==> config.mk <==
export PLATFORM = sky130hd
export DESIGN_NAME = ddmas_top
export DESIGN_NICKNAME = d
export VERILOG_FILES = /design/src/hdl/ddmas_fifo.sv /design/src/hdl/ddmas_pkg.sv /design/src/hdl/ddmas_top.sv
export SDC_FILE = /design/constraint.sdc
export NUM_CORES = 1
export LEC_CHECK = 0
export ABC_CLOCK_PERIOD_IN_PS = 9100
export BUFFER_PORTS_ARGS = -buffer_cell sky130_fd_sc_hd__buf_2
export CORE_ASPECT_RATIO = 1.2
export CORE_UTILIZATION = 35
export CTS_BUF_LIST = sky130_fd_sc_hd__clkbuf_8
export DETAILED_ROUTE_END_ITERATION = 7
export PLACE_DENSITY = 0.6
export SYNTH_ARGS = -nofsm -noshare
export SYNTH_HDL_FRONTEND = slang
export SYNTH_HIERARCHICAL = 1
export SYNTH_SLANG_ARGS = --single-unit
==> constraint.sdc <==
create_clock -name clk -period 9.1 [get_ports clk]
set_clock_uncertainty 0.1 [all_clocks]
set_input_delay 1.82 -clock clk [delete_from_list [all_inputs] [get_ports clk]]
set_output_delay 1.82 -clock clk [all_outputs]
set_load 0.05 [all_outputs]
==> src/hdl/ddmas_fifo.sv <==
// Request queue module is kept in ddmas_top.sv beside its only user

==> src/hdl/ddmas_pkg.sv <==
// Package with register map, field positions and types for the DMA slave
package ddmas_pkg;
  localparam logic [3:0]  DDMAS_OFS_ADDR      = 4'h0;
  localparam logic [3:0]  DDMAS_OFS_PAGE      = 4'h2;
  localparam logic [3:0]  DDMAS_OFS_COUNT     = 4'h4;
  localparam logic [3:0]  DDMAS_OFS_CMDSTAT   = 4'h8;
  localparam logic [7:0]  DDMAS_CFG_BASE_OFS  = 8'h98;
  localparam int          DDMAS_CMD_DIS_BIT   = 2;
  localparam logic [15:0] DDMAS_RST_ADDR      = 16'h0000;
  localparam logic [7:0]  DDMAS_RST_PAGE      = 8'h00;
  localparam logic [15:0] DDMAS_RST_COUNT     = 16'h0000;
  localparam logic [7:0]  DDMAS_RST_CMD       = 8'h00;
  localparam logic [7:0]  DDMAS_RST_STAT      = 8'h00;
  localparam logic [15:0] DDMAS_STEP_8        = 16'h0001;
  localparam logic [15:0] DDMAS_STEP_16       = 16'h0002;

  typedef struct packed {
    logic        wr;
    logic [3:0]  ofs;
    logic [15:0] data;
  } ddmas_req_t;

  typedef enum logic [1:0] {
    DDMAS_IDLE = 2'b00,
    DDMAS_ADDR = 2'b01,
    DDMAS_DATA = 2'b10
  } ddmas_state_t;
endpackage

==> src/hdl/ddmas_top.sv <==
// Distributed DMA slave register set and address-phase generator
module ddmas_top #(
  parameter int FIFO_DEPTH = 4
) (
  input  wire logic                clk,
  input  wire logic                rst,
  input  wire logic                ce,
  input  wire logic [31:0]         io_base,
  input  wire logic                io_valid,
  output logic                     io_ready,
  input  wire logic [31:0]         io_addr,
  input  wire logic                io_wr,
  input  wire logic [15:0]         io_wdata,
  output logic                     rd_valid,
  output logic [15:0]              rd_data,
  input  wire logic                mode_16bit,
  input  wire logic                xfer_done,
  input  wire logic                card_dma_request,
  output logic [31:0]              ad_addr,
  output logic                     controller_disable_bit,
  output logic                     terminal_count_flag
);
  import ddmas_pkg::*;

  localparam int RW = $bits(ddmas_req_t);

  logic        card_dma_request_s1_r;
  logic        card_dma_request_s2_r;
  logic [15:0] base_addr_r;
  logic [15:0] cur_addr_r;
  logic [7:0]  page_r;
  logic [15:0] base_cnt_r;
  logic [15:0] cur_cnt_r;
  logic [7:0]  cmd_r;
  logic [3:0]  tc_r;
  logic [15:0] rd_data_r;
  logic        rd_valid_r;
  logic [31:0] ad_addr_r;

  // Address hit in the 16-byte window
  wire         win_hit = (io_addr[31:4] == io_base[31:4]);
  ddmas_req_t  in_req;
  ddmas_req_t  q_req;
  wire         q_valid;
  wire         q_ready = 1'b1;
  assign in_req.wr   = io_wr;
  assign in_req.ofs  = io_addr[3:0];
  assign in_req.data = io_wdata;

  logic        fifo_in_ready;
  assign io_ready = fifo_in_ready;

  ddmas_fifo #(.WIDTH(RW), .DEPTH(FIFO_DEPTH)) u_fifo (
    .clk       (clk),
    .rst       (rst),
    .ce        (ce),
    .in_valid  (io_valid && win_hit),
    .in_ready  (fifo_in_ready),
    .in_data   (in_req),
    .out_valid (q_valid),
    .out_ready (q_ready),
    .out_data  (q_req)
  );

  wire acc     = q_valid && q_ready;
  wire wr_addr = acc && q_req.wr && (q_req.ofs == DDMAS_OFS_ADDR);
  wire wr_page = acc && q_req.wr && (q_req.ofs == DDMAS_OFS_PAGE);
  wire wr_cnt  = acc && q_req.wr && (q_req.ofs == DDMAS_OFS_COUNT);
  wire wr_cmd  = acc && q_req.wr && (q_req.ofs == DDMAS_OFS_CMDSTAT);
  wire rd_acc  = acc && !q_req.wr;
  wire rd_stat = rd_acc && (q_req.ofs == DDMAS_OFS_CMDSTAT);

  wire         enabled = !cmd_r[DDMAS_CMD_DIS_BIT];
  wire         step_ok = xfer_done && enabled;
  wire [15:0]  step    = mode_16bit ? DDMAS_STEP_16 : DDMAS_STEP_8;
  wire         at_tc   = step_ok && (cur_cnt_r <= step);
  wire [7:0]   status  = {{4{card_dma_request_s2_r}}, tc_r};

  // Read mux; unmapped offsets return zero
  wire [15:0] rd_mux =
    (q_req.ofs == DDMAS_OFS_ADDR)    ? cur_addr_r :
    (q_req.ofs == DDMAS_OFS_PAGE)    ? {8'h00, page_r} :
    (q_req.ofs == DDMAS_OFS_COUNT)   ? cur_cnt_r :
    (q_req.ofs == DDMAS_OFS_CMDSTAT) ? {8'h00, status} :
                                       16'h0000;

  // Offsets that hold a register; all others are reserved
  wire ofs_mapped = (q_req.ofs == DDMAS_OFS_ADDR)
                 || (q_req.ofs == DDMAS_OFS_PAGE)
                 || (q_req.ofs == DDMAS_OFS_COUNT)
                 || (q_req.ofs == DDMAS_OFS_CMDSTAT);

  // Address phase layout per transfer width
  wire [31:0] ad_nxt = mode_16bit ?
    {8'h00, page_r[7:1], cur_addr_r, 1'b0} :
    {8'h00, page_r, cur_addr_r};

  always_ff @(posedge clk) begin
    if (rst) begin
      card_dma_request_s1_r <= 1'b0;
      card_dma_request_s2_r <= 1'b0;
    end else if (ce) begin
      card_dma_request_s1_r <= card_dma_request;
      card_dma_request_s2_r <= card_dma_request_s1_r;
    end
  end

  always_ff @(posedge clk) begin
    if (rst) begin
      base_addr_r <= DDMAS_RST_ADDR;
      cur_addr_r  <= DDMAS_RST_ADDR;
    end else if (ce) begin
      if (wr_addr) begin
        base_addr_r <= q_req.data;
        cur_addr_r  <= q_req.data;
      end else if (step_ok)
        cur_addr_r <= cur_addr_r + 16'h0001;
    end
  end

  always_ff @(posedge clk) begin
    if (rst)
      page_r <= DDMAS_RST_PAGE;
    else if (ce && wr_page)
      page_r <= q_req.data[7:0];
  end

  always_ff @(posedge clk) begin
    if (rst) begin
      base_cnt_r <= DDMAS_RST_COUNT;
      cur_cnt_r  <= DDMAS_RST_COUNT;
    end else if (ce) begin
      if (wr_cnt) begin
        base_cnt_r <= q_req.data;
        cur_cnt_r  <= q_req.data;
      end else if (step_ok)
        cur_cnt_r <= at_tc ? 16'h0000 : cur_cnt_r - step;
    end
  end

  always_ff @(posedge clk) begin
    if (rst)
      cmd_r <= DDMAS_RST_CMD;
    else if (ce && wr_cmd)
      cmd_r <= {5'h00, q_req.data[DDMAS_CMD_DIS_BIT], 2'h0};
  end

  // Terminal count set wins over clear on read
  always_ff @(posedge clk) begin
    if (rst)
      tc_r <= DDMAS_RST_STAT[3:0];
    else if (ce) begin
      if (at_tc)
        tc_r <= 4'hf;
      else if (rd_stat)
        tc_r <= 4'h0;
    end
  end

  always_ff @(posedge clk) begin
    if (rst) begin
      rd_data_r  <= 16'h0000;
      rd_valid_r <= 1'b0;
      ad_addr_r  <= 32'h0000_0000;
    end else if (ce) begin
      rd_valid_r <= rd_acc;
      if (rd_acc)
        rd_data_r <= rd_mux;
      ad_addr_r <= ad_nxt;
    end
  end

  assign rd_data                = rd_data_r;
  assign rd_valid               = rd_valid_r;
  assign ad_addr                = ad_addr_r;
  assign controller_disable_bit = cmd_r[DDMAS_CMD_DIS_BIT];
  assign terminal_count_flag    = tc_r[0];

  // Checks on register, status and address-phase behaviour
  cmd_reserved_a: assert property (@(posedge clk) disable iff (rst)
    cmd_r[7:3] == 5'h00 && cmd_r[1:0] == 2'h0)
    else $error("command reserved bits set");

  tc_set_a: assert property (@(posedge clk) disable iff (rst)
    ce && at_tc |=> tc_r == 4'hf)
    else $error("terminal count not flagged");

  tc_clear_a: assert property (@(posedge clk) disable iff (rst)
    ce && rd_stat && !at_tc |=> tc_r == 4'h0)
    else $error("status read did not clear");

  tc_hold_a: assert property (@(posedge clk) disable iff (rst)
    ce && tc_r == 4'hf && !rd_stat |=> tc_r == 4'hf)
    else $error("terminal count lost before read");

  status_write_a: assert property (@(posedge clk) disable iff (rst)
    ce && wr_cmd && !at_tc |=> tc_r == $past(tc_r))
    else $error("command write disturbed status");

  addr_load_a: assert property (@(posedge clk) disable iff (rst)
    ce && wr_addr |=> cur_addr_r == $past(q_req.data)
      && base_addr_r == cur_addr_r)
    else $error("address load wrong");

  cnt_load_a: assert property (@(posedge clk) disable iff (rst)
    ce && wr_cnt |=> cur_cnt_r == $past(q_req.data)
      && base_cnt_r == cur_cnt_r)
    else $error("count load wrong");

  page_load_a: assert property (@(posedge clk) disable iff (rst)
    ce && wr_page |=> page_r == $past(q_req.data[7:0]))
    else $error("page load wrong");

  cnt_step_a: assert property (@(posedge clk) disable iff (rst)
    ce && step_ok && !wr_cnt && !at_tc |=>
      cur_cnt_r == $past(cur_cnt_r)
        - ($past(mode_16bit) ? DDMAS_STEP_16 : DDMAS_STEP_8))
    else $error("count step wrong");

  ad_16_a: assert property (@(posedge clk) disable iff (rst)
    ce && mode_16bit |=> ad_addr[0] == 1'b0
      && ad_addr[16:1] == $past(cur_addr_r))
    else $error("16-bit address phase wrong");

  ad_page16_a: assert property (@(posedge clk) disable iff (rst)
    ce && mode_16bit |=> ad_addr[23:17] == $past(page_r[7:1])
      && ad_addr[31:24] == 8'h00)
    else $error("16-bit page phase wrong");

  ad_8_a: assert property (@(posedge clk) disable iff (rst)
    ce && !mode_16bit |=> ad_addr[23:0] == {$past(page_r), $past(cur_addr_r)})
    else $error("8-bit address phase wrong");

  card_dma_request_stat_a: assert property (@(posedge clk) disable iff (rst)
    ce && $past(ce) && !$past(rst) |=>
      status[7:4] == {4{$past(card_dma_request, 2)}})
    else $error("request status mismatch");

  rd_status_a: assert property (@(posedge clk) disable iff (rst)
    ce && rd_stat |=> rd_valid
      && rd_data == {8'h00, {4{$past(card_dma_request_s2_r)}}, $past(tc_r)})
    else $error("status read data wrong");

  rd_reserved_a: assert property (@(posedge clk) disable iff (rst)
    ce && rd_acc && !ofs_mapped |=> rd_data == 16'h0000)
    else $error("reserved offset read not zero");

  ce_freeze_a: assert property (@(posedge clk) disable iff (rst)
    !ce |=> cur_cnt_r == $past(cur_cnt_r) && cur_addr_r == $past(cur_addr_r)
      && tc_r == $past(tc_r) && rd_valid == $past(rd_valid))
    else $error("state moved while clock enable low");

  disable_stops_a: assert property (@(posedge clk) disable iff (rst)
    ce && !enabled && !wr_cnt |=> cur_cnt_r == $past(cur_cnt_r))
    else $error("disabled controller counted");
endmodule

// Small synchronous FIFO with valid/ready on both sides
module ddmas_fifo #(
  parameter int WIDTH = 21,
  parameter int DEPTH = 4
) (
  input  wire logic             clk,
  input  wire logic             rst,
  input  wire logic             ce,
  input  wire logic             in_valid,
  output logic                  in_ready,
  input  wire logic [WIDTH-1:0] in_data,
  output logic                  out_valid,
  input  wire logic             out_ready,
  output logic [WIDTH-1:0]      out_data
);
  localparam int AW = $clog2(DEPTH);
  logic [WIDTH-1:0] mem_r [DEPTH];
  logic [AW-1:0]    wp_r;
  logic [AW-1:0]    rp_r;
  logic [AW:0]      cnt_r;
  wire              push = in_valid && in_ready;
  wire              pop  = out_valid && out_ready;
  assign in_ready  = (cnt_r != (AW+1)'(DEPTH));
  assign out_valid = (cnt_r != '0);
  assign out_data  = mem_r[rp_r];
  always_ff @(posedge clk) begin
    if (rst) begin
      wp_r  <= '0;
      rp_r  <= '0;
      cnt_r <= '0;
    end else if (ce) begin
      if (push) begin
        mem_r[wp_r] <= in_data;
        wp_r        <= (wp_r == AW'(DEPTH-1)) ? '0 : wp_r + AW'(1);
      end
      if (pop)
        rp_r <= (rp_r == AW'(DEPTH-1)) ? '0 : rp_r + AW'(1);
      cnt_r <= cnt_r + (AW+1)'(push) - (AW+1)'(pop);
    end
  end
endmodule

==> results.md, run 1 <==
* Highest clock rate at 0.223 GHz
* Commonest non-fill, non-tap cell in the layout: buf_2
* Switch share at 0.310
* Gate power share at 0.193
* Die area at 0.0245 mm²
* Clock root buffer: clkbuf_8
* Syn_area_per_cell at 10.9 µm²
* Total clock sinks at 178
* CP Cell Sequence: buf_2, xor2_1, nor4_1, nand3_1, nor4_1, and4b_4, and2_1
* Pwr Density at 184 mW/mm²
* Main synth FF type: dfxtp_1
* Vias at 6,108
* WL/cell at 16.4 µm
* Worst hold path depth at 2
* Final Hold Fails at 0
* Detailed Route WL at 19,700 µm
* Crit path DAT at 4.46 ns
* Post-synthesis cell type count at 68
* Die Span Y at 171 µm
* Synthesized instance count at 768
* RSZ-0062 raised after global routing: false
* Tmin final at 4.48 ns
* GRT overflow at 0
* Worst path most repeated cell: nor4_1
* Drc violations at 0
* Post-Syn Area at 0.00835 mm²
* # rows at 61
* Fin crit share at 0.492
* Number of buffers and inverters on the critical path at 1
* Vias per inst at 5.10
* Final Setup Violations at 0
* Clock Pin Slew Worst Setup and Hold Paths at 0.09 ns
* Initial antenna violation count at 4
* Slew Limit Fails at 0
* Area grow syn2layout at 14.6%
* Crit end category: flip-flop
* GRT Resource Usage Total at 0.167
* Clock Tree Buf Depth at 2
* Drt initial violations at 362
* Setup TNS at 0 ns
* CTS tree: yes
* Hold crit path type: flip-flop to flip-flop
* Hold_buf cts at 0
* Commonest non-fill, non-tap cells in the layout: buf_2 (127), dfxtp_1 (94), edfxtp_1 (84)
* Xor and xnor area share after synthesis at 0.0304
* Max_slew headroom at 0.235
* Fin nets at 967
* Setup WS pre-CTS at 4.11 ns
* Die width at 143 µm
* FF-to-FF path depth at 8
* Net Switching at 547 µW
* Synth Area in Simple Gates at 0.144
* Clock latency on the worst-skew pair at 0.47 ns
* Cell internal pwr at 1.22 mW
* Top delay family on crit path: simple AND/OR/NAND/NOR gates
* Pin count of the biggest net entering global routing at 88
* Seq/Total Area, Yosys at 0.528
* Clock power share at 0.300
* Crit Path Category: input port to flip-flop
* CP max-delay cell: and2_1
* Initial Util at 0.359
* Synth Area in Compound Gates at 0.141
* Crit path launch type: input port
* Post-synthesis register bit count at 178
* Status: finished clean
* Vias in the first global route at 5,942
* Max incr delay on CP at 0.89 ns
* Multiplexer share of the synthesized area at 0.0902
* CP max FO at 21
* Detail Route Antenna Nets at 0
* Resized cells post-CTS at 0
* Dpl hpwl at 13,500 µm
* First-pass GRT wire length at 31,100 µm
* PnR worst setup slack at 4.62 ns
* EDFF count, synth at 84
* Max VDD drop at 0.0877 mV
* Power share of the sequential group at 0.508
* Synthesis Warnings at 6
* Maxcap violations at 0
* Post CTS Setup Buffer Count at 0
* Layout cells sized above 1 at 0.234
* Synth Area in Adders at 0.0198
* Pleak at 3.49 nW
* I/O Pins at 140
* Worst-Margin Slew at 1.15 ns
* H-tree levels at 4
* Crit path depth at 7
* CORE AREA at 0.0233 mm²
* Port Buf Inserts at 127
* Hold slack at 0.373 ns
* Ys async rst share at 0
* Total CTS buffers at 17
* Data required, critical path at 9.08 ns
* Drt first pass iters at 5
* Largest family of logic cells by synthesized area: simple AND/OR/NAND/NOR gates
* GPL Wtd Cong at 0.816
-- cells by family after synthesis --
| kind of cell | Yosys count |
|---|---|
| muxes | 49 |
| and+or+nand+nor | 235 |
| other | 2 |
| adders and majority gates | 12 |
| xor gates and xnor gates | 29 |
| DFF | 178 |
| AOI/OAI and AO/OA | 181 |
| buffers and inverters | 82 |
-- layer usage --
| metal | vias up | wire length (µm) | track usage |
|---|---|---|---|
| met2 | 165 | 9620 | 0.286 |
| met4 | 4 | 469 | 0.0715 |
| met1 | 2861 | 8600 | 0.198 |
| met5 | - | 16 | 0 |
| met3 | 35 | 942 | 0.0383 |
| li1 | 3043 | - | - |
-- worst min-delay path, stage by stage (launching register included) --
cell     delay (ns)
dfxtp_1        0.32
nand2_1        0.06
a21oi_1        0.06
-- power by group through the flow --
stage	clock network [mW]	logic [mW]	registers (mW)
3_5_place_dp	0	0.340	0.913
2_1_floorplan	0	0.225	0.944
5_1_grt	0.573	0.370	0.900
3_3_place_gp	0	0.337	0.913
4_1_cts	0.548	0.340	0.895
6_report	0.529	0.340	0.895
-- metrics by stage --
step | cell area (µm²) | std cells | total power, mW | utilization
2_1_floorplan | 8380 | 776 | 1.17 | -
3_3_place_gp | 9180 | 1163 | 1.25 | 0.394
3_5_place_dp | 9180 | 1163 | 1.25 | 0.394
4_1_cts | 9560 | 1195 | 1.78 | 0.411
5_1_grt | 9560 | 1195 | 1.84 | 0.411
6_report | 9570 | 1197 | 1.76 | 0.411
-- flip-flops by register name, indices dropped and copies added, names as in the netlist, named ones only --
signal and cells:
u_fifo/mem_r 84, ad_addr 24, cur_addr_r 16, cur_cnt_r 16
rd_data 16, page_r 8, u_fifo/cnt_r 3, u_fifo/rp_r 2
u_fifo/wp_r 2, card_dma_request_s1_r 1, card_dma_request_s2_r 1, cmd_r 1
rd_valid 1, tc_r 1
-- cell type report --
cell class,count,area (µm²)
fill,2245,13700
sequential,178,4400
multi-input combinational,516,3600
timing repair buffer,137,711
tap,315,394
clock buffer,17,234
clock inverter,15,150
inverter,17,63.8
antenna,2,5.00
-- cells in the mapped netlist, drive strengths merged, types with 7 or more instances --
| library cell | n | area (µm²) |
|---|---|---|
| a211oi | 30 | 225 |
| a21oi | 52 | 272 |
| a221oi | 10 | 87.6 |
| and2 | 12 | 75.1 |
| and3 | 7 | 43.8 |
| buf | 28 | 180 |
| clkbuf | 37 | 139 |
| dfxtp | 94 | 1880 |
| edfxtp | 84 | 2520 |
| ha | 10 | 125 |
| inv | 17 | 63.8 |
| mux2i | 28 | 280 |
| mux4 | 21 | 473 |
| nand2 | 61 | 229 |
| nand3 | 21 | 105 |
| nand4 | 8 | 50.1 |
| nor2 | 63 | 236 |
| nor3 | 16 | 80.1 |
| nor4 | 14 | 115 |
| o21ai | 39 | 195 |
| o32ai | 8 | 70.1 |
| or3 | 8 | 66.3 |
| xnor2 | 9 | 78.8 |
| xor2 | 20 | 175 |
-- final timing paths --
path | startpoint | end | slack [ns]
setup / recovery | io_base[18] | u_fifo/mem_r[3][8] | 4.62
hold / removal | rd_valid | rd_valid | 0.37
setup reg to reg | flip-flop | cur_addr_r[7] | 5.00
hold reg to reg | rd_valid | rd_valid | 0.37
Power figures use the tool's default switching activity.
==> run 2, diff against run 1 <==
--- a/config.mk
+++ b/config.mk
@@ -5,7 +5,8 @@
 export SDC_FILE = /design/constraint.sdc
 export NUM_CORES = 1
 export LEC_CHECK = 0
-export ABC_CLOCK_PERIOD_IN_PS = 9100
+export ABC_AREA = 1
+export ABC_CLOCK_PERIOD_IN_PS = 4270
 export BUFFER_PORTS_ARGS = -buffer_cell sky130_fd_sc_hd__buf_2
 export CORE_ASPECT_RATIO = 1.2
 export CORE_UTILIZATION = 35
==> constraint.sdc (replaced) <==
create_clock -name clk -period 4.27 [get_ports clk]
set_clock_uncertainty 0.1 [all_clocks]
set_input_delay 0.854 -clock clk [delete_from_list [all_inputs] [get_ports clk]]
set_output_delay 0.854 -clock clk [all_outputs]
set_load 0.05 [all_outputs]
==> run 2 against run 1 <==
Register-to-register slack worse by 3.8 ns. Sequential power is 110% higher. Cell count is 27% higher. Clock power is 100% higher. Clock-buffer cell count stayed put. Largest power group unchanged. Highest routed layer is now met4.
==> results.md, run 2 <==
* Status: finished clean (unchanged)
* Slew Limit Fails at 0 (unchanged)
* Synth top area cells: edfxtp_1 (29%), dfxtp_1 (22%), nand2_1 (7.8%) (was edfxtp_1 (30%), dfxtp_1 (23%), mux4_2 (5.7%))
* Synth top area share at 0.289 (was 0.302)
* Fin crit share at 0.728
* Syn_area_per_cell at 8.16 µm² (was 10.9 µm²)
* Die width at 146 µm (was 143 µm)
* Setup WS pre-CTS at 1.01 ns (was 4.11 ns)
* FF-to-FF path depth at 9 (was 8)
* Seq/Total Area, Yosys at 0.504 (was 0.528)
* CTS tree: yes (unchanged)
* Max VDD drop at 0.156 mV (was 0.0877 mV)
* CP max FO at 18 (was 21)
* Port Buf Inserts at 127 (unchanged)
* Most frequent cells after synthesis: nand2_1 (181), nor2_1 (171), inv_1 (110) (was dfxtp_1 (94), edfxtp_1 (84), nor2_1 (63))
* Worst r2r dst: cur_addr_r[0] (was cur_addr_r[7])
* Vias at 7,406 (was 6,108)
* Worst-Margin Slew at 0.668 ns (was 1.15 ns)
* Clock root buffer: clkbuf_8 (unchanged)
* Final Hold Fails at 0 (unchanged)
* Most flop-heavy register: u_fifo/mem_r (unchanged)
* Maxcap violations at 0 (unchanged)
* Synthesis Warnings at 6 (unchanged)
* Hold slack at 0.374 ns (was 0.373 ns)
* Detail Route Antenna Nets at 0 (unchanged)
* Hold Path End: rd_valid (unchanged)
* Final Setup Violations at 0 (unchanged)
* Power Total at 3.61 mW (was 1.76 mW)
* Tmin final at 3.11 ns
* First-pass GRT wire length at 35,600 µm (was 31,100 µm)
* Post-route insts no fill at 1,520 (was 1,197)
* Data required, critical path at 4.58 ns (was 9.08 ns)
* Cell count after placement at 1,488 (was 1,163)
* Hold_buf cts at 0 (unchanged)
* CORE AREA at 0.0242 mm² (was 0.0233 mm²)
* Synthesized instance count at 1,070 (was 768)
* Drt first pass iters at 4 (was 5)
* Die area at 0.0256 mm² (was 0.0245 mm²)
* GRT overflow at 0 (unchanged)
* Drc violations at 0 (unchanged)
* Pwr Density at 360 mW/mm² (was 184 mW/mm²)
* EDFF count, synth at 84 (unchanged)
* Main synth FF type: dfxtp_1 (unchanged)
* FF-to-FF setup slack at 1.16 ns (was 5.00 ns)
* Max_slew headroom at 0.554 (was 0.235)
* DP Area at 0.00967 mm² (was 0.00918 mm²)
* Hold crit path type: flip-flop to flip-flop (unchanged)
* Worst hold path depth at 2 (unchanged)
* GRT Resource Usage Total at 0.177 (was 0.167)
* GPL Wtd Cong at 0.870 (was 0.816)
* Vias per inst at 4.87 (was 5.10)
* Post CTS Setup Buffer Count at 0 (unchanged)
* Commonest non-fill, non-tap cells in the layout: nand2_1 (181), nor2_1 (171), buf_2 (127) (was buf_2 (127), dfxtp_1 (94), edfxtp_1 (84))
* Total clock sinks at 178 (unchanged)
* Commonest non-fill, non-tap cell in the layout: nand2_1 (was buf_2)
* Pin count of the biggest net entering global routing at 43 (was 88)
* HP Start: rd_valid (unchanged)
* Utilization after layout at 0.415 (was 0.411)
* Die Span Y at 175 µm (was 171 µm)
* Clock latency on the worst-skew pair at 0.48 ns (was 0.47 ns)
* Detailed Route WL at 21,900 µm (was 19,700 µm)
* Total CTS buffers at 17 (unchanged)
* Resized cells post-CTS at 0 (unchanged)
* Layout cells sized above 1 at 0.170 (was 0.234)
* Pleak at 4.29 nW (was 3.49 nW)
* Initial Util at 0.361 (was 0.359)
* Max reg flops at 84 (unchanged)
* Vias in the first global route at 7,004 (was 5,942)
* RSZ-0062 raised after global routing: false (unchanged)
* Crit path DAT at 3.42 ns (was 4.46 ns)
* WL/cell at 14.4 µm (was 16.4 µm)
* Drt initial violations at 378 (was 362)
* Post-Syn Area at 0.00873 mm² (was 0.00835 mm²)
* # rows at 62 (was 61)
* Highest clock rate at 0.322 GHz
* PnR worst setup slack at 1.16 ns (was 4.62 ns)
* Fin nets at 1,287 (was 967)
* I/O Pins at 140 (unchanged)
* Top-count cell post-synth: nand2_1 (was dfxtp_1)
* Crit path launch type: flip-flop (was input port)
* Area grow syn2layout at 14.9% (was 14.6%)
* Post-synthesis cell type count at 44 (was 68)
* Post-synthesis register bit count at 178 (unchanged)
* Dpl hpwl at 15,900 µm (was 13,500 µm)
* Crit Path Category: flip-flop to flip-flop (was input port to flip-flop)
* Largest area contributor in the netlist: edfxtp_1 (unchanged)
* Finished layout cell area at 0.0100 mm² (was 0.00957 mm²)
* H-tree levels at 4 (unchanged)
* Setup TNS at 0 ns (unchanged)
* Clock Pin Slew Worst Setup and Hold Paths at 0.11 ns (was 0.09 ns)
* Ys async rst share at 0 (unchanged)
* Clock Tree Buf Depth at 2 (unchanged)
* Crit end category: flip-flop (unchanged)
* Initial antenna violation count at 1 (was 4)
## run 2: routing by layer
layer / vias to the layer above / wire [µm] / GRT usage
li1: 3815 / - / -
met1: 3384 / 9720 / 0.220
met2: 179 / 10800 / 0.306
met3: 28 / 1010 / 0.0345
met4: 0 / 400 / 0.0560
met5: - / 0 / 0
## run 2: cell families after synthesis
logic type	after synthesis	share of synthesized area
flip-flops	178	0.504
AND/OR/NAND/NOR	429	0.209
buffers and inverters	171	0.0832
adder cells (fa/ha/maj)	12	0.0189
XOR/XNOR	11	0.0110
AO/OA/AOI/OAI	267	0.173
other	2	0.000860
## run 2: worst max path at each step
stage	start	endpoint	slack [ns]	depth (start not counted)
floorplan	io_base[26]	u_fifo/mem_r[0][0]	0.45	10
global placement	io_base[20]	u_fifo/cnt_r[2]	1.04	18
detailed placement	io_base[26]	u_fifo/cnt_r[2]	1.01	19
CTS	flip-flop	cur_addr_r[0]	1.14	9
global route	flip-flop	cur_addr_r[0]	0.87	9
finish	flip-flop	cur_addr_r[0]	1.16	9
## run 2: cell type report
cell class,count,area (µm²)
clock inverters,14,125
multi-input cells,729,3650
fillers,2488,14200
repair buffers,146,778
clock buffers,17,234
diodes,1,2.50
flip-flops and latches,178,4400
inverters,115,434
well taps,320,400
## run 2: critical path, cell delays in order (launching register included)
cell	delay, ns
dfxtp_1	0.32
inv_1	0.49
o21ai_0	0.20
o22ai_1	0.51
nor2_4	0.10
nand2_2	0.31
nor2_4	0.16
o21ai_2	0.53
o21ai_0	0.19
a21oi_1	0.14
## run 2: power breakdown
group | switching [mW] | internal, mW
logic | 0.465 | 0.195
clock network | 0.660 | 0.420
registers | 0.0401 | 1.83
total | 1.17 | 2.45
==> run 3, diff against run 2 <==
--- a/config.mk
+++ b/config.mk
@@ -6,13 +6,13 @@
 export NUM_CORES = 1
 export LEC_CHECK = 0
 export ABC_AREA = 1
-export ABC_CLOCK_PERIOD_IN_PS = 4270
+export ABC_CLOCK_PERIOD_IN_PS = 2500
 export BUFFER_PORTS_ARGS = -buffer_cell sky130_fd_sc_hd__buf_2
 export CORE_ASPECT_RATIO = 1.2
 export CORE_UTILIZATION = 35
 export CTS_BUF_LIST = sky130_fd_sc_hd__clkbuf_8
 export DETAILED_ROUTE_END_ITERATION = 7
-export PLACE_DENSITY = 0.6
+export PLACE_DENSITY = 0.62
 export SYNTH_ARGS = -nofsm -noshare
 export SYNTH_HDL_FRONTEND = slang
 export SYNTH_HIERARCHICAL = 1
==> constraint.sdc (replaced) <==
create_clock -name clk -period 2.5 [get_ports clk]
set_clock_uncertainty 0.1 [all_clocks]
set_input_delay 0.5 -clock clk [delete_from_list [all_inputs] [get_ports clk]]
set_output_delay 0.5 -clock clk [all_outputs]
set_load 0.05 [all_outputs]
==> run 3 against run 2 <==
Critical endpoint is now u_fifo/cnt_r[2]. Utilization increased by 1.6 points. Worst hold slack got worse by 0.23 ns. First-iteration DRC count increased by 19%. Register-to-register slack worse by 0.93 ns. Cell count up 2.4%. Largest power group unchanged. Highest routed layer unchanged. Via count grew 4.0%. Combinational power increased by 82%. Non-clock buffer count is 37 higher. Power increased by 76%. Clock power increased by 81%.
==> results.md, run 3 (same netlist as run 2, synthesis figures left out) <==
* Drt first pass iters at 5 (was 4)
* Hold_buf cts at 0 (unchanged)
* Crit end category: flip-flop (unchanged)
* Vias in the first global route at 7,391 (was 7,004)
* Clock Pin Slew Worst Setup and Hold Paths at 0.10 ns (was 0.11 ns)
* PnR worst setup slack at 0.233 ns (was 1.16 ns)
* Clock root buffer: clkbuf_8 (unchanged)
* Highest clock rate at 0.441 GHz
* Die area at 0.0256 mm² (unchanged)
* Crit path DAT at 2.53 ns (was 3.42 ns)
* Crit path launch type: input port (was flip-flop)
* Layout cells sized above 1 at 0.201 (was 0.170)
* Most flop-heavy register: u_fifo/mem_r (unchanged)
* Tmin final at 2.27 ns
* Crit Path Category: input port to flip-flop (was flip-flop to flip-flop)
* Drt initial violations at 451 (was 378)
* Grt met3 use at 0.0363 (was 0.0345)
* Initial Util at 0.361 (unchanged)
* GRT Resource Usage Total at 0.178 (was 0.177)
* CORE AREA at 0.0242 mm² (unchanged)
* Max reg flops at 84 (unchanged)
* Worst path most repeated cell: nand2_1
* Dpl hpwl at 16,300 µm (was 15,900 µm)
* Setup WS pre-CTS at -0.296 ns (was 1.01 ns)
* Detailed Route WL at 22,000 µm (was 21,900 µm)
* Final Setup Violations at 0 (unchanged)
* Initial antenna violation count at 0 (was 1)
* Die Span Y at 175 µm (unchanged)
* Detail Route Antenna Nets at 0 (unchanged)
* Max incr delay on CP at 0.35 ns (was 0.53 ns)
* Antenna cells at 0 (was 1)
* Die width at 146 µm (unchanged)
* Maxcap violations at 0 (unchanged)
* CP Cell Sequence: buf_2, inv_1, nand2_1, o21ai_0, a211oi_1, nand2_1, nor2_1, nand2_1, nor2_2, nand2_1, ha_1, inv_1, ha_1, inv_1, fa_2, nor2_2, nor2_2, a21oi_1, nor2_1 (was inv_1, o21ai_0, o22ai_1, nor2_4, nand2_2, nor2_4, o21ai_2, o21ai_0, a21oi_1)
* Data required, critical path at 2.76 ns (was 4.58 ns)
* CP max FO at 2 (was 18)
* Post CTS Setup Buffer Count at 0 (unchanged)
* WL/cell at 14.1 µm (was 14.4 µm)
* Worst-Margin Slew at 0.661 ns (was 0.668 ns)
* GRT Max-Usage Layer: met2 (unchanged)
* Drc violations at 0 (unchanged)
* Clock latency on the worst-skew pair at 0.46 ns (was 0.48 ns)
* Commonest non-fill, non-tap cells in the layout: nand2_1 (181), nor2_1 (169), buf_2 (127) (was nand2_1 (181), nor2_1 (171), buf_2 (127))
* Pin count of the biggest net entering global routing at 68 (was 43)
* Final Hold Fails at 0 (unchanged)
* Fin crit share at 0.907
* Commonest non-fill, non-tap cell in the layout: nand2_1 (unchanged)
* Area grow syn2layout at 19.3% (was 14.9%)
* CP max-delay cell: fa_2 (was o21ai_2)
* GRT overflow at 0 (unchanged)
* I/O Pins at 140 (unchanged)
* Vias at 7,699 (was 7,406)
* Port Buf Inserts at 127 (unchanged)
* Clock Tree Buf Depth at 2 (unchanged)
* Resized cells post-CTS at 0 (unchanged)
* Total clock sinks at 178 (unchanged)
* Fin nets at 1,324 (was 1,287)
* Met2 Usage GRT at 0.319 (was 0.306)
* H-tree levels at 4 (unchanged)
* # rows at 62 (unchanged)
* GPL Wtd Cong at 0.864 (was 0.870)
* Vias per inst at 4.94 (was 4.87)
* CTS tree: yes (unchanged)
* Status: finished clean (unchanged)
* RSZ-0062 raised after global routing: false (unchanged)
* Total CTS buffers at 17 (unchanged)
* First-pass GRT wire length at 36,200 µm (was 35,600 µm)
* Slew Limit Fails at 0 (unchanged)
* Pwr Density at 609 mW/mm² (was 360 mW/mm²)
* Met1 Resource Use GR at 0.210 (was 0.220)
* Max_slew headroom at 0.556 (was 0.554)
* Hold crit path type: input port to flip-flop (was flip-flop to flip-flop)
* Max VDD drop at 0.305 mV (was 0.156 mV)
* Setup TNS at 0 ns (unchanged)
* Pleak at 4.50 nW (was 4.29 nW)
* Layout fillers at 2,493 (was 2,488)
==> run 3: power by group <==
| part | internal, mW | switching [mW] |
|---|---|---|
| logic | 0.398 | 0.805 |
| clock network | 0.756 | 1.19 |
| registers | 3.13 | 0.0719 |
| total | 4.28 | 2.07 |
==> run 3: metrics by stage <==
stage	power [mW]	hold slack, ns	utilization	std cells	cell area [µm²]
2_1_floorplan	4.07	0.349	-	1078	8780
3_3_place_gp	4.45	0.354	0.414	1525	10000
3_5_place_dp	4.47	0.364	0.414	1525	10000
4_1_cts	6.40	0.122	0.430	1557	10400
5_1_grt	6.67	0.118	0.431	1557	10400
6_report	6.35	0.146	0.431	1557	10400
==> run 3: path summary, 6_finish.rpt <==
path / endpoint / startpoint / depth (start not counted) / slack, ns
hold reg to reg: ad_addr[11] / ad_addr[11] / 2 / 0.39
setup / recovery: u_fifo/cnt_r[2] / io_base[26] / 19 / 0.23
setup reg to reg: rd_data[0] / flip-flop / 12 / 0.23
hold / removal: u_fifo/mem_r[1][19] / io_addr[3] / 1 / 0.15
==> run 3: cell type report <==
class                   count  area, µm²  area share
flip-flops and latches    178       4410       0.423
multi-input cells         729       3670       0.352
repair buffers            183       1120       0.107
inverters                 115        438      0.0420
well taps                 320        400      0.0384
clock buffers              17        234      0.0224
clock inverters            15        158      0.0151
==> run 3: per-layer routing <==
metal / up-vias / wire, µm
met4: 0 / 452
met5: - / 0
li1: 3891 / -
met2: 248 / 11000
met3: 39 / 1200
met1: 3521 / 9360
==> run 3: critical path, delay by kind of cell <==
kind | cells | cell delay (ns)
AOI/OAI and AO/OA | 3 | 0.44
adders and majority gates | 3 | 0.74
buffers and inverters | 4 | 0.22
and+or+nand+nor | 9 | 0.64
